**config.mk**
```make
export PLATFORM = sky130hd
export DESIGN_NAME = flash_guard_ctrl
export DESIGN_NICKNAME = d
export VERILOG_FILES = /design/src/flash_guard_pkg.sv /design/src/flash_cycle_if.sv /design/src/flash_cycle_engine.sv /design/src/flash_guard_ctrl.sv
export VERILOG_INCLUDE_DIRS = /design/src
export SDC_FILE = /design/constraint.sdc
export NUM_CORES = 1
export LEC_CHECK = 0
export BUFFER_PORTS_ARGS = -buffer_cell sky130_fd_sc_hd__buf_2
export CORE_MARGIN = 5
export CORE_UTILIZATION = 45
export DETAILED_ROUTE_END_ITERATION = 10
export GPL_TIMING_DRIVEN = 1
export PLACE_DENSITY = 0.64
export SYNTH_ARGS = -nofsm -noshare
export SYNTH_HDL_FRONTEND = slang
export SYNTH_SLANG_ARGS = --single-unit
```
**constraint.sdc**
```tcl
create_clock -name mclk_in -period 5.7 [get_ports mclk_in]
set_clock_uncertainty 0.15 [all_clocks]
set_input_delay 0.285 -clock mclk_in [delete_from_list [all_inputs] [get_ports mclk_in]]
set_output_delay 0.285 -clock mclk_in [all_outputs]
set_load 0.05 [all_outputs]
```
**src/flash_guard_params.svh**
```systemverilog
// Constants for the host-side controller of a parallel NOR flash with password
// protection and irreversible block locking.
// Assumes a 100 MHz clock and a flash with a 22-bit word address and 16-bit data.
//
// Functional notes
// - Password programming is only sent while password-command mode is entered.
// - The password is programmed before the mode-select bits choose password mode.
// - The password is tested through the global lock bit before password mode.
// - After a full password submission the host waits the verification time.
// - Lock flow: enter guard mode, program guard bits, exit, then lock; the controller accepts a lock without guard-bit programming.
// - Boot-area program or erase needs write-protect high; elsewhere either level.
`ifndef FLASH_GUARD_PARAMS_SVH
`define FLASH_GUARD_PARAMS_SVH

`define CLK_MHZ            100
`define T_WE_LOW_NS        50
`define T_READ_NS          70
`define T_RECOVER_NS       30
`define T_RESET_NS         500
`define T_PW_VERIFY_NS     2000
`define WE_LOW_CYC         8'((`T_WE_LOW_NS * `CLK_MHZ + 999) / 1000)
`define READ_CYC           8'((`T_READ_NS * `CLK_MHZ + 999) / 1000)
`define RECOVER_CYC        8'((`T_RECOVER_NS * `CLK_MHZ + 999) / 1000)
`define RESET_CYC          8'((`T_RESET_NS * `CLK_MHZ + 999) / 1000)
`define PW_VERIFY_CYC      8'((`T_PW_VERIFY_NS * `CLK_MHZ + 999) / 1000)

`define PW_WORDS           3'h4
`define BOOT_FIRST         22'h00_0000
`define BOOT_LAST          22'h00_7FFF
`define LOCK_STATUS_ADDR   22'h00_05FE
`define PW_MODE_BITS       2'h1
`define BAD_MODE_BITS      2'h0

`define REG_CTRL           8'h00
`define REG_ADDR           8'h04
`define REG_WDATA          8'h08
`define REG_RDATA          8'h0C
`define REG_STATUS         8'h10
`define REG_HOST_FLAGS     8'h14

`define CTRL_START         0
`define CTRL_WRITE         1
`define CTRL_WP_LEVEL      2
`define CTRL_PIN_RESET     3
`define CTRL_OP_LSB        4
`define HFLAG_PW_SET       0
`define HFLAG_PW_TESTED    1
`define HFLAG_GLOBAL_OPEN  2

`endif

```
**src/flash_guard_pkg.sv**
```systemverilog
// Types shared by the flash guard controller and its bus-cycle engine.
// Assumes flash_guard_params.svh supplies the numeric constants.
package flash_guard_pkg;

  typedef enum logic [3:0] {
    OP_PLAIN,
    OP_PW_ENTRY,
    OP_PW_EXIT,
    OP_PW_PROGRAM,
    OP_PW_READ,
    OP_PW_SUBMIT,
    OP_MODE_PROG,
    OP_GUARD_ENTRY,
    OP_GUARD_EXIT,
    OP_GUARD_PROG,
    OP_IRR_LOCK
  } op_t;

  typedef enum {
    ENG_IDLE,
    ENG_SETUP,
    ENG_STROBE,
    ENG_RECOVER,
    ENG_RESET
  } eng_state_t;

endpackage

```
**src/flash_cycle_if.sv**
```systemverilog
// Carrier between the controller and its single bus-cycle engine.
// Assumes both ends share mclk_in.
`timescale 1ns/1ns
`default_nettype none

interface flash_cycle_if;
  logic        start;
  logic        wr;
  logic        rst_req;
  logic        wp_level;
  logic [21:0] addr;
  logic [15:0] wdata;
  logic        busy;
  logic        done;
  logic [15:0] rdata;

  modport ctrl (output start, wr, rst_req, wp_level, addr, wdata,
                input busy, done, rdata);
  modport engine (input start, wr, rst_req, wp_level, addr, wdata,
                  output busy, done, rdata);
endinterface

`default_nettype wire

```
**src/flash_cycle_engine.sv**
```systemverilog
// One asynchronous flash bus cycle at a time: a write, a read or a reset pulse.
// Assumes the flash pins are sampled and driven synchronously to mclk_in.
`timescale 1ns/1ns
`default_nettype none
`include "flash_guard_params.svh"

module flash_cycle_engine (
  // Clock and reset
  input  wire logic   mclk_in,
  input  wire logic   reset_in,
  // Cycle requests
  flash_cycle_if.engine cyc,
  // Flash pins
  output logic        ce_n_out,
  output logic        oe_n_out,
  output logic        we_n_out,
  output logic        rst_n_out,
  output logic        wp_n_out,
  output logic [21:0] addr_out,
  output logic [15:0] dq_out,
  output logic        dq_oe_n_out,
  input  wire logic [15:0] dq_in
);
  import flash_guard_pkg::*;

  eng_state_t state;
  logic [7:0] cnt;
  logic       wr_q;
  wire        in_boot = (cyc.addr >= `BOOT_FIRST) && (cyc.addr <= `BOOT_LAST);

  always_ff @(posedge mclk_in) begin
    if (reset_in) begin
      state       <= ENG_IDLE;
      cnt         <= 8'h00;
      wr_q        <= 1'b0;
      ce_n_out    <= 1'b1;
      oe_n_out    <= 1'b1;
      we_n_out    <= 1'b1;
      rst_n_out   <= 1'b1;
      wp_n_out    <= 1'b1;
      addr_out    <= 22'h00_0000;
      dq_out      <= 16'h0000;
      dq_oe_n_out <= 1'b1;
      cyc.busy    <= 1'b0;
      cyc.done    <= 1'b0;
      cyc.rdata   <= 16'h0000;
    end else begin
      cyc.done <= 1'b0;
      unique case (state)
        ENG_IDLE: begin
          if (cyc.start) begin
            cyc.busy <= 1'b1;
            wr_q     <= cyc.wr;
            addr_out <= cyc.addr;
            if (cyc.rst_req) begin
              rst_n_out <= 1'b0;
              cnt       <= `RESET_CYC;
              state     <= ENG_RESET;
            end else begin
              // Boot-area writes always raise write-protect; locked boot blocks
              // ignore the pin anyway, so raising it is never harmful.
              wp_n_out    <= (cyc.wr && in_boot) ? 1'b1 : cyc.wp_level;
              ce_n_out    <= 1'b0;
              dq_out      <= cyc.wdata;
              dq_oe_n_out <= !cyc.wr;
              state       <= ENG_SETUP;
            end
          end
        end
        ENG_SETUP: begin
          we_n_out <= !wr_q;
          oe_n_out <= wr_q;
          cnt      <= wr_q ? `WE_LOW_CYC : `READ_CYC;
          state    <= ENG_STROBE;
        end
        ENG_STROBE: begin
          if (cnt == 8'h01) begin
            if (!wr_q) begin
              cyc.rdata <= dq_in;
            end
            we_n_out <= 1'b1;
            oe_n_out <= 1'b1;
            cnt      <= `RECOVER_CYC;
            state    <= ENG_RECOVER;
          end else begin
            cnt <= cnt - 8'h01;
          end
        end
        ENG_RECOVER: begin
          // Data is released one cycle after the write strobe rises for hold time.
          ce_n_out    <= 1'b1;
          dq_oe_n_out <= 1'b1;
          if (cnt <= 8'h01) begin
            cyc.busy <= 1'b0;
            cyc.done <= 1'b1;
            state    <= ENG_IDLE;
          end else begin
            cnt <= cnt - 8'h01;
          end
        end
        ENG_RESET: begin
          if (cnt == 8'h01) begin
            rst_n_out <= 1'b1;
            cnt       <= `RECOVER_CYC;
            state     <= ENG_RECOVER;
          end else begin
            cnt <= cnt - 8'h01;
          end
        end
      endcase
    end
  end

endmodule

`default_nettype wire

```
**src/flash_guard_ctrl.sv**
```systemverilog
// Host controller for a NOR flash's password and irreversible-lock protection.
// Software issues single flash bus cycles through APB registers; the controller
// tracks the flash protection modes and refuses cycles that break their order.
// Assumes an APB master on mclk_in and a flash wired to the pin group below.
//
// Our own choices: the register addresses and the APB slave port.
`timescale 1ns/1ns
`default_nettype none
`include "flash_guard_params.svh"

module flash_guard_ctrl (
  // Clock and reset
  input  wire logic        mclk_in,
  input  wire logic        reset_in,
  // APB slave
  input  wire logic        psel_in,
  input  wire logic        penable_in,
  input  wire logic        pwrite_in,
  input  wire logic [7:0]  paddr_in,
  input  wire logic [31:0] pwdata_in,
  output logic [31:0]      prdata_out,
  output logic             pready_out,
  output logic             pslverr_out,
  // Flash pins
  output logic             ce_n_out,
  output logic             oe_n_out,
  output logic             we_n_out,
  output logic             rst_n_out,
  output logic             wp_n_out,
  output logic [21:0]      addr_out,
  output logic [15:0]      dq_out,
  output logic             dq_oe_n_out,
  input  wire logic [15:0] dq_in
);
  import flash_guard_pkg::*;

  flash_cycle_if cyc ();

  // ----------------------------------------------------------------
  // Software-visible state, password word count and latched request
  // ----------------------------------------------------------------
  logic [21:0] addr_reg;
  logic [15:0] wdata_reg;
  logic [15:0] rdata_reg;
  logic [2:0]  host_flags;
  logic        done_flag;
  logic        refused_flag;
  logic        pw_cmd_mode;
  logic        guard_mode;
  logic        pw_mode_chosen;
  logic        irr_locked;
  logic        lock_done_flag;
  logic [2:0]  pw_words;
  logic [7:0]  verify_cnt;
  op_t         op_q;
  logic        start_q;
  logic        wr_q;
  logic        rst_req_q;
  logic        wp_level_q;

  // ----------------------------------------------------------------
  // APB decode
  // ----------------------------------------------------------------
  wire access   = psel_in && penable_in && !pready_out;
  wire taken    = psel_in && penable_in && pready_out;
  wire wr_taken = taken && pwrite_in;
  wire mapped   = (paddr_in == `REG_CTRL) || (paddr_in == `REG_ADDR) ||
                  (paddr_in == `REG_WDATA) || (paddr_in == `REG_RDATA) ||
                  (paddr_in == `REG_STATUS) || (paddr_in == `REG_HOST_FLAGS);
  wire ctrl_wr  = wr_taken && (paddr_in == `REG_CTRL);
  wire go       = ctrl_wr && pwdata_in[`CTRL_START] && !cyc.busy && !start_q;
  wire [3:0] op_raw = pwdata_in[`CTRL_OP_LSB +: 4];
  wire op_t  op_new = op_t'(op_raw);
  wire       new_wr = pwdata_in[`CTRL_WRITE];

  wire [31:0] status_word = {23'h00_0000, lock_done_flag, irr_locked, pw_mode_chosen,
                             guard_mode, pw_cmd_mode, (verify_cnt != 8'h00),
                             refused_flag, done_flag, cyc.busy};
  wire [31:0] read_mux =
    (paddr_in == `REG_CTRL)       ? {28'h000_0000, op_q} :
    (paddr_in == `REG_ADDR)       ? {10'h000, addr_reg} :
    (paddr_in == `REG_WDATA)      ? {16'h0000, wdata_reg} :
    (paddr_in == `REG_RDATA)      ? {16'h0000, rdata_reg} :
    (paddr_in == `REG_STATUS)     ? status_word :
    (paddr_in == `REG_HOST_FLAGS) ? {29'h0000_0000, host_flags} : 32'h0000_0000;

  // ----------------------------------------------------------------
  // Order checks on the requested cycle
  // ----------------------------------------------------------------
  // The host mirrors the flash's own lockouts so that a refused cycle never
  // reaches the pins; the flash would ignore most of them anyway.
  wire verify_busy = (verify_cnt != 8'h00);
  wire pw_closed   = pw_mode_chosen || irr_locked;
  wire bad_pw_prog = (op_new == OP_PW_PROGRAM) && (!pw_cmd_mode || pw_closed);
  wire bad_pw_read = (op_new == OP_PW_READ) && !pw_cmd_mode;
  wire bad_submit  = (op_new == OP_PW_SUBMIT) &&
                     (!pw_cmd_mode || verify_busy || irr_locked);
  wire bad_pw_exit = (op_new == OP_PW_EXIT) && verify_busy;
  wire bad_mode    = (op_new == OP_MODE_PROG) &&
                     (!host_flags[`HFLAG_PW_SET] || !host_flags[`HFLAG_PW_TESTED] ||
                      wdata_reg[2:1] == `BAD_MODE_BITS || irr_locked);
  wire bad_guard   = (op_new == OP_GUARD_PROG) &&
                     (!guard_mode || !host_flags[`HFLAG_GLOBAL_OPEN] || irr_locked);
  wire bad_lock    = (op_new == OP_IRR_LOCK) &&
                     (guard_mode || irr_locked || !host_flags[`HFLAG_GLOBAL_OPEN]);
  wire refuse      = new_wr && (bad_pw_prog || bad_submit || bad_pw_exit || bad_mode ||
                     bad_guard || bad_lock) || (!new_wr && bad_pw_read);
  wire launch      = go && !refuse;

  // Lock status word read back in identification mode carries the done flag.
  wire lock_read_done = cyc.done && !wr_q && !rst_req_q && (op_q == OP_PLAIN) &&
                        (addr_reg == `LOCK_STATUS_ADDR);

  // ----------------------------------------------------------------
  // APB slave: one wait state, then the answer
  // ----------------------------------------------------------------
  always_ff @(posedge mclk_in) begin
    if (reset_in) begin
      pready_out  <= 1'b0;
      pslverr_out <= 1'b0;
      prdata_out  <= 32'h0000_0000;
    end else begin
      pready_out  <= access;
      pslverr_out <= access && !mapped;
      prdata_out  <= (access && !pwrite_in) ? read_mux : 32'h0000_0000;
    end
  end

  // ----------------------------------------------------------------
  // Registers and request launch
  // ----------------------------------------------------------------
  always_ff @(posedge mclk_in) begin
    if (reset_in) begin
      addr_reg   <= 22'h00_0000;
      wdata_reg  <= 16'h0000;
      host_flags <= 3'h0;
      op_q       <= OP_PLAIN;
      start_q    <= 1'b0;
      wr_q       <= 1'b0;
      rst_req_q  <= 1'b0;
      wp_level_q <= 1'b1;
    end else begin
      start_q <= launch;
      if (wr_taken && paddr_in == `REG_ADDR) begin
        addr_reg <= pwdata_in[21:0];
      end
      if (wr_taken && paddr_in == `REG_WDATA) begin
        wdata_reg <= pwdata_in[15:0];
      end
      if (wr_taken && paddr_in == `REG_HOST_FLAGS) begin
        host_flags <= pwdata_in[2:0];
      end
      if (launch) begin
        op_q       <= op_new;
        wr_q       <= new_wr;
        rst_req_q  <= pwdata_in[`CTRL_PIN_RESET];
        wp_level_q <= pwdata_in[`CTRL_WP_LEVEL];
      end
    end
  end

  // ----------------------------------------------------------------
  // Protection mode tracking
  // ----------------------------------------------------------------
  always_ff @(posedge mclk_in) begin
    if (reset_in) begin
      done_flag      <= 1'b0;
      refused_flag   <= 1'b0;
      pw_cmd_mode    <= 1'b0;
      guard_mode     <= 1'b0;
      pw_mode_chosen <= 1'b0;
      irr_locked     <= 1'b0;
      lock_done_flag <= 1'b1;
      pw_words       <= 3'h0;
      verify_cnt     <= 8'h00;
      rdata_reg      <= 16'h0000;
    end else begin
      // A finishing cycle sets done even if software starts another at once.
      if (cyc.done) begin
        done_flag <= 1'b1;
      end else if (go) begin
        done_flag <= 1'b0;
      end
      if (go) begin
        refused_flag <= refuse;
      end
      if (verify_busy) begin
        verify_cnt <= verify_cnt - 8'h01;
      end
      if (cyc.done && !wr_q) begin
        // Password words read as all ones once password mode is chosen.
        rdata_reg <= (op_q == OP_PW_READ && pw_mode_chosen) ? 16'hFFFF : cyc.rdata;
      end
      if (lock_read_done) begin
        lock_done_flag <= cyc.rdata[0];
      end
      if (cyc.done && rst_req_q) begin
        pw_cmd_mode <= 1'b0;
        guard_mode  <= 1'b0;
        pw_words    <= 3'h0;
      end else if (cyc.done && wr_q) begin
        unique case (op_q)
          OP_PW_ENTRY: begin
            pw_cmd_mode <= 1'b1;
            pw_words    <= 3'h0;
          end
          OP_PW_EXIT: begin
            pw_cmd_mode <= 1'b0;
          end
          OP_PW_SUBMIT: begin
            if (pw_words == `PW_WORDS - 3'h1) begin
              pw_words   <= 3'h0;
              verify_cnt <= `PW_VERIFY_CYC;
            end else begin
              pw_words <= pw_words + 3'h1;
            end
          end
          OP_MODE_PROG: begin
            if (wdata_reg[2:1] == `PW_MODE_BITS) begin
              pw_mode_chosen <= 1'b1;
            end
          end
          OP_GUARD_ENTRY: begin
            guard_mode <= 1'b1;
          end
          OP_GUARD_EXIT: begin
            guard_mode <= 1'b0;
          end
          OP_IRR_LOCK: begin
            irr_locked     <= 1'b1;
            lock_done_flag <= 1'b0;
          end
          default: begin
          end
        endcase
      end
    end
  end

  assign cyc.start    = start_q;
  assign cyc.wr       = wr_q;
  assign cyc.rst_req  = rst_req_q;
  assign cyc.wp_level = wp_level_q;
  assign cyc.addr     = addr_reg;
  assign cyc.wdata    = wdata_reg;

  flash_cycle_engine u_engine (
    .mclk_in     (mclk_in),
    .reset_in    (reset_in),
    .cyc         (cyc.engine),
    .ce_n_out    (ce_n_out),
    .oe_n_out    (oe_n_out),
    .we_n_out    (we_n_out),
    .rst_n_out   (rst_n_out),
    .wp_n_out    (wp_n_out),
    .addr_out    (addr_out),
    .dq_out      (dq_out),
    .dq_oe_n_out (dq_oe_n_out),
    .dq_in       (dq_in)
  );

endmodule

`default_nettype wire

```
# ---- Word-level counts from Yosys, hierarchy flattened
# Cells that the tools add are included.
dict set report word_totals {
  input_bits 61
  word_cells 235
  regBits 220
}
dict set report classes {
  reduce_logical 101
  n_addsub 3
  n_mux 50
  n_eq_ne 36
  bitwise 5
  magnitude_cmp 3
}
# cell n
set op_table {}
lappend op_table {{one-hot mux 32 bit (4 select lines)} 1}
lappend op_table {{2-to-1 mux 32 bit} 3}
lappend op_table {{2-to-1 mux 8 bit} 9}
lappend op_table {{== test 32 x 2 -> 1 bit, second input constant} 2}
lappend op_table {{2-to-1 mux 16 bit} 3}
lappend op_table {{== test 32 x 1 -> 1 bit, second input constant} 1}
lappend op_table {{== test 32 x 3 -> 1 bit, second input constant} 1}
lappend op_table {{logical AND 1 bit} 32}
lappend op_table {{logical NOT 32 bit} 1}
lappend op_table {{one-hot mux 8 bit (4 select lines)} 1}
lappend op_table {{== test 4 x 3 -> 1 bit, second input constant} 7}
lappend op_table {{== test 22 x 11 -> 1 bit, second input constant} 1}
lappend op_table {{greater-or-equal comparator 22 x 1 -> 1 bit, second input constant} 1}
lappend op_table {{<= comparator 22 x 15 -> 1 bit, second input constant} 1}
lappend op_table {{logical OR 1 bit} 22}
lappend op_table {{2-to-1 mux 22 bit} 1}
lappend op_table {{AND reduction 3 bit} 7}
lappend op_table {{2-to-1 mux 1 bit} 17}
lappend op_table {{== test 4 bit, second input constant} 4}
lappend op_table {{== test 8 x 4 -> 1 bit, second input constant} 2}
lappend op_table {{== test 8 x 5 -> 1 bit, second input constant} 2}
lappend op_table {{one-hot mux 1 bit (2 select lines)} 8}
lappend op_table {{subtractor 8 x 1 -> 8 bit, second input constant} 2}
lappend op_table {{logical NOT 1 bit} 15}
lappend op_table {{other kinds (26)} 54}

# ---- Longest topological paths before layout
dict set report depth {
  depth_word 13
  depth_mapped 10
  depth_no_buf 7
}

# ---- Cells and area by module
# Synthesis repeated with hierarchy kept, for this count alone.
dict set report hier_totals {
  cells_unflattened 954
  area_unflattened_um2 7988.9
}
# mod seq_area_each_um2 n_inst area_per_inst_um2 cells_per_inst
set modules_own_cells {}
lappend modules_own_cells {flash_guard_ctrl 2142.1 1 4728.3 546}
lappend modules_own_cells {flash_cycle_engine 1481.4 1 3260.6 408}

# ---- Worst setup path after synthesis
# No wires, ideal clock.
dict set report synth_path {
  kind {register -> register}
  from {register u_engine.cnt[7]}
  to {register u_engine.cyc.rdata[10]}
  stages_incl_launch_ff 10
  setup_slack_ns 3.109
  required_time_ns 5.422
  t_arrival_ns 2.314
  cell_sequence {dfxtp_1 > or4_1 > buf_2 > or3_1 > buf_2 > or4_4 > buf_6 > buf_8 > mux2i_1 > nor2_1}
}
dict set report synth_via {
  elab_chain_len 2
}
# element line_no
set synth_rtl {}
lappend synth_rtl {{start: declaration} flash_cycle_engine.sv:27} ;# logic [7:0] cnt;
lappend synth_rtl {{start signal: assignment} flash_cycle_engine.sv:57} ;# cnt <= `RESET_CYC;
lappend synth_rtl {{start signal: assignment} flash_cycle_engine.sv:73} ;# cnt <= wr_q ? `WE_LOW_CYC : `READ_CYC;
lappend synth_rtl {{start signal: assignment} flash_cycle_engine.sv:83} ;# cnt <= `RECOVER_CYC;
lappend synth_rtl {{== test 8 x 1 -> 1 bit} flash_cycle_engine.sv:77} ;# if (cnt == 8'h01) begin
lappend synth_rtl {{AND reduction 3 bit (no line)} --}
lappend synth_rtl {{end signal: assignment} flash_cycle_engine.sv:79} ;# cyc.rdata <= dq_in;
lappend synth_rtl {{end: declaration} flash_cycle_if.sv:20} ;# output busy, done, rdata);
# No other way between the ends.
# A chain may end at the register's enable or synchronous reset.

# ---- Final worst setup path
dict set report layout_path {
  from {register pready_out}
  to {register wp_level_q, in the netlist cyc.wp_level}
}
dict set report layout_via {
  elab_chain_len 7
}
# element line_no
set layout_rtl {}
lappend layout_rtl {{start: declaration} flash_guard_ctrl.sv:22} ;# output logic pready_out,
lappend layout_rtl {{start signal: assignment} flash_guard_ctrl.sv:123} ;# pready_out <= access;
lappend layout_rtl {{logical AND 1 bit} flash_guard_ctrl.sv:65} ;# wire taken = psel_in && penable_in && pready_out;
lappend layout_rtl {{logical AND 1 bit} flash_guard_ctrl.sv:66} ;# wire wr_taken = taken && pwrite_in;
lappend layout_rtl {{logical AND 1 bit} flash_guard_ctrl.sv:70} ;# wire ctrl_wr = wr_taken && (paddr_in == `REG_CTRL);
lappend layout_rtl {{logical AND 1 bit (3 in a row)} flash_guard_ctrl.sv:71} ;# wire go = ctrl_wr && pwdata_in[`CTRL_START] && !cyc.busy && !start_q;
lappend layout_rtl {{logical AND 1 bit} flash_guard_ctrl.sv:108} ;# wire launch = go && !refuse;
lappend layout_rtl {{end signal: assignment} flash_guard_ctrl.sv:157} ;# wp_level_q <= pwdata_in[`CTRL_WP_LEVEL];
lappend layout_rtl {{end: declaration} flash_guard_ctrl.sv:59} ;# logic wp_level_q;
# No other way between the ends.

==> key figures <==
Outcome
  – Outcome: finished, final reports clean

Yosys
  – Top cells by count, synth: dfxtp_1, nand2_1, nor2_1
  – Synth area leaders: dfxtp_1, mux2i_1, nand2_1, nor2_1, a21oi_1
  – Post-synthesis xor/xnor area fraction: 1.49%
  – Flop and latch count out of synthesis: 181
  – Post-synth top area cell: dfxtp_1
  – Most frequent cell after synthesis: dfxtp_1
  – Largest family of logic cells by synthesized area: simple AND/OR/NAND/NOR gates
  – Yosys warns: 0
  – Asr flop ratio synth: 0%
  – Dominant synthesized flop cell: dfxtp_1
  – Fraction of the yosys area taken by sequential cells: 47.5%
  – EDFF count, synth: 0
  – Synthesized area: 7630 um2
  – Mux contribution to synthesized area: 9.20%
  – Yosys cell types: 68
  – Post-Syn Instances: 865
  – Avg Inst Size Synth: 8.82 um2
  – Synth Area in Adders: 0.820%
  – Area share of the largest cell type after synthesis: 47.5%
  – Simple logic cell fraction of the synthesized area: 21.4%
  – Compound-cell area share of the yosys netlist: 14.6%

Timing
  – Setup violations, final: 0
  – RSZ-0062 raised after global routing: false
  – Clock period minus worst slack: 2.74 ns
  – Setup TNS: 0 ns
  – Final Cycle Share: 48.0%
  – Worst slew pin tran: 1.16 ns
  – Rel. slew slack: 22.3%
  – Slew Viols, Final: 0
  – F_max: 365 MHz
  – Final Hold Fails: 0

Worst setup path
  – R2R cell count: 5
  – Worst setup EP type: register
  – Slowest CP cell: nor4b_1
  – Crit-path cells: nand4_1 > nor4b_1 > nand3_1 > a211oi_2 > mux2i_1
  – CP delay by family, top: simple AND/OR/NAND/NOR gates
  – WP data required: 5.90 ns
  – Critical path arrival: 2.94 ns
  – Crit Path Class: register to register
  – Worst Path Max Fanout: 7
  – Crit path depth: 5
  – Crit path buf inv count: 0
  – CP peak stage delay: 0.71 ns
  – Startpoint Class: register

Global routing
  – Vias in the first global route: 5999
  – Initial antenna violation count: 0
  – Largest net degree at the start of global routing: 94
  – Gr ovfl total: 0
  – First-pass GRT wire length: 32.9 mm
  – GRT Overall Usage: 20.5%

Route
  – Detail Route Antenna Nets: 0
  – Drt pass-1 iters: 5
  – Initial drt markers: 488
  – DR WL/cell: 16.9 um
  – Via count: 6494
  – DR vias/cell: 5.35
  – Routed WL: 20.6 mm
  – # DRC: 0

Final layout
  – Area grow syn2layout: 20.5%
  – Layout cells sized above 1: 19.8%
  – Nets@finish: 1046
  – Antenna cells: 0
  – Design Area, Final: 9190 um2
  – Fillers: 1571

Die
  – Die Area: 19700 um2
  – I/O pin cnt: 139
  – Die Height: 140 um
  – Placeable Area: 16600 um2
  – Num rows: 47
  – Initial Utilization: 46.0%
  – Die Wd: 140 um

Job
  – Max-cap violations: 0

Clock network
  – Clk pin slew, worst setup/hold paths: 0.07 ns
  – Clock Sinks: 181
  – H-tree depth: 4
  – Post-CTS Setup Inserts: 0
  – Num CTS Buffers: 17
  – Root Driver: clkbuf_16
  – CTS tree: built
  – CTS resizes: 0
  – Clk_lat worst skew: 0.42 ns
  – Hold_buf cts: 31
  – Clock buffer depth: 2

Power and ir drop
  – P per Cell Area: 301 nW/um2
  – Peak supply drop: 0.213 mV
  – Leak Pwr: 3.74 nW
  – Post-route total power: 2.77 mW

Placement
  – Placed instance area: 8270 um2
  – DP HPWL: 14.4 mm
  – GPL Wtd Cong: 0.906
  – Port Buffers: 118

Min path
  – Hold Crit Class: primary input to register
  – Hold Path Cell Cnt: 3
## area by class of cell
cell class              count  area [um2]  share of cell area (%)
clock inverters            13         170                    1.85
multi-input cells         608        3670                    39.9
clock buffers              19         443                    4.82
well taps                 220         275                    2.99
inverters                  16        60.1                   0.653
flip-flops and latches    181        3620                    39.4
repair buffers            156         956                    10.4
## tightest hold or removal path: stages
cell and delay [ns]:
buf_2 0.14, nand3_1 0.08, a21oi_1 0.06
## cells in the final DEF, fill, tap and decap left out, types with 8 or more instances in the layout
master         Yosys  final
nor3_1            14     14
clkbuf_16          0     17
nand2b_1          17     17
a21oi_1           77     77
nor2_1           105    105
nand3_1           14     14
nor4_1            12     11
conb_1             1     10
buf_4             10      8
o21ai_0           14     14
xnor2_1           10     10
mux2_2             9      9
buf_2              5    117
nand2_1          126    126
dfxtp_1          181    181
o221a_2           17     17
o311ai_0           8      8
dlygate4sd3_1      0     31
inv_1             14     14
mux2i_1           60     60
## through the flow
step	worst slack, ns	instances	util (%)	hold slack, ns
3_5_place_dp	2.68	1150	49.9	0.295
3_3_place_gp	2.70	1150	49.9	0.290
2_1_floorplan	3.11	874	-	0.277
6_report	2.96	1213	55.4	0.0419
5_1_grt	2.73	1213	55.4	0.0316
4_1_cts	3.00	1213	55.4	0.00596
## power by group
part / leakage (nW) / internal (mW) / switching [mW]
clock: 0.300 / 0.675 / 0.527
combinational: 1.98 / 0.111 / 0.144
sequential: 1.46 / 1.29 / 0.0228
total: 3.74 / 2.08 / 0.694
## kinds of logic (layout without fill, tap and decap cells)
| logic type | Yosys count | in the layout |
|---|---|---|
| flops | 181 | 181 |
| simple gates | 348 | 348 |
| buf+inv | 85 | 204 |
| mux | 69 | 69 |
| fa+ha+maj | 5 | 5 |
| other cells | 1 | 10 |
| compound gates | 163 | 163 |
| xor+xnor | 13 | 13 |
## path summary, 6_finish.rpt
check / start / end / slack (ns)
min reg2reg: u_engine.dq_out[4] / u_engine.dq_out[4] / 0.30
max reg2reg: pready_out / cyc.wp_level / 2.96
max: pready_out / cyc.wp_level / 2.96
min: pwdata_in[0] / host_flags[0] / 0.04
## metal layers
metal | GRT usage [%] | share of wire [%] | up-vias
li1 | - | - | 3256
met1 | 29.5 | 47 | 3024
met2 | 31.4 | 45 | 192
met3 | 4.67 | 6.3 | 22
met4 | 5.20 | 1.6 | 0
met5 | 0 | 0 | -
Note: power is estimated with default switching activity, not from simulation.
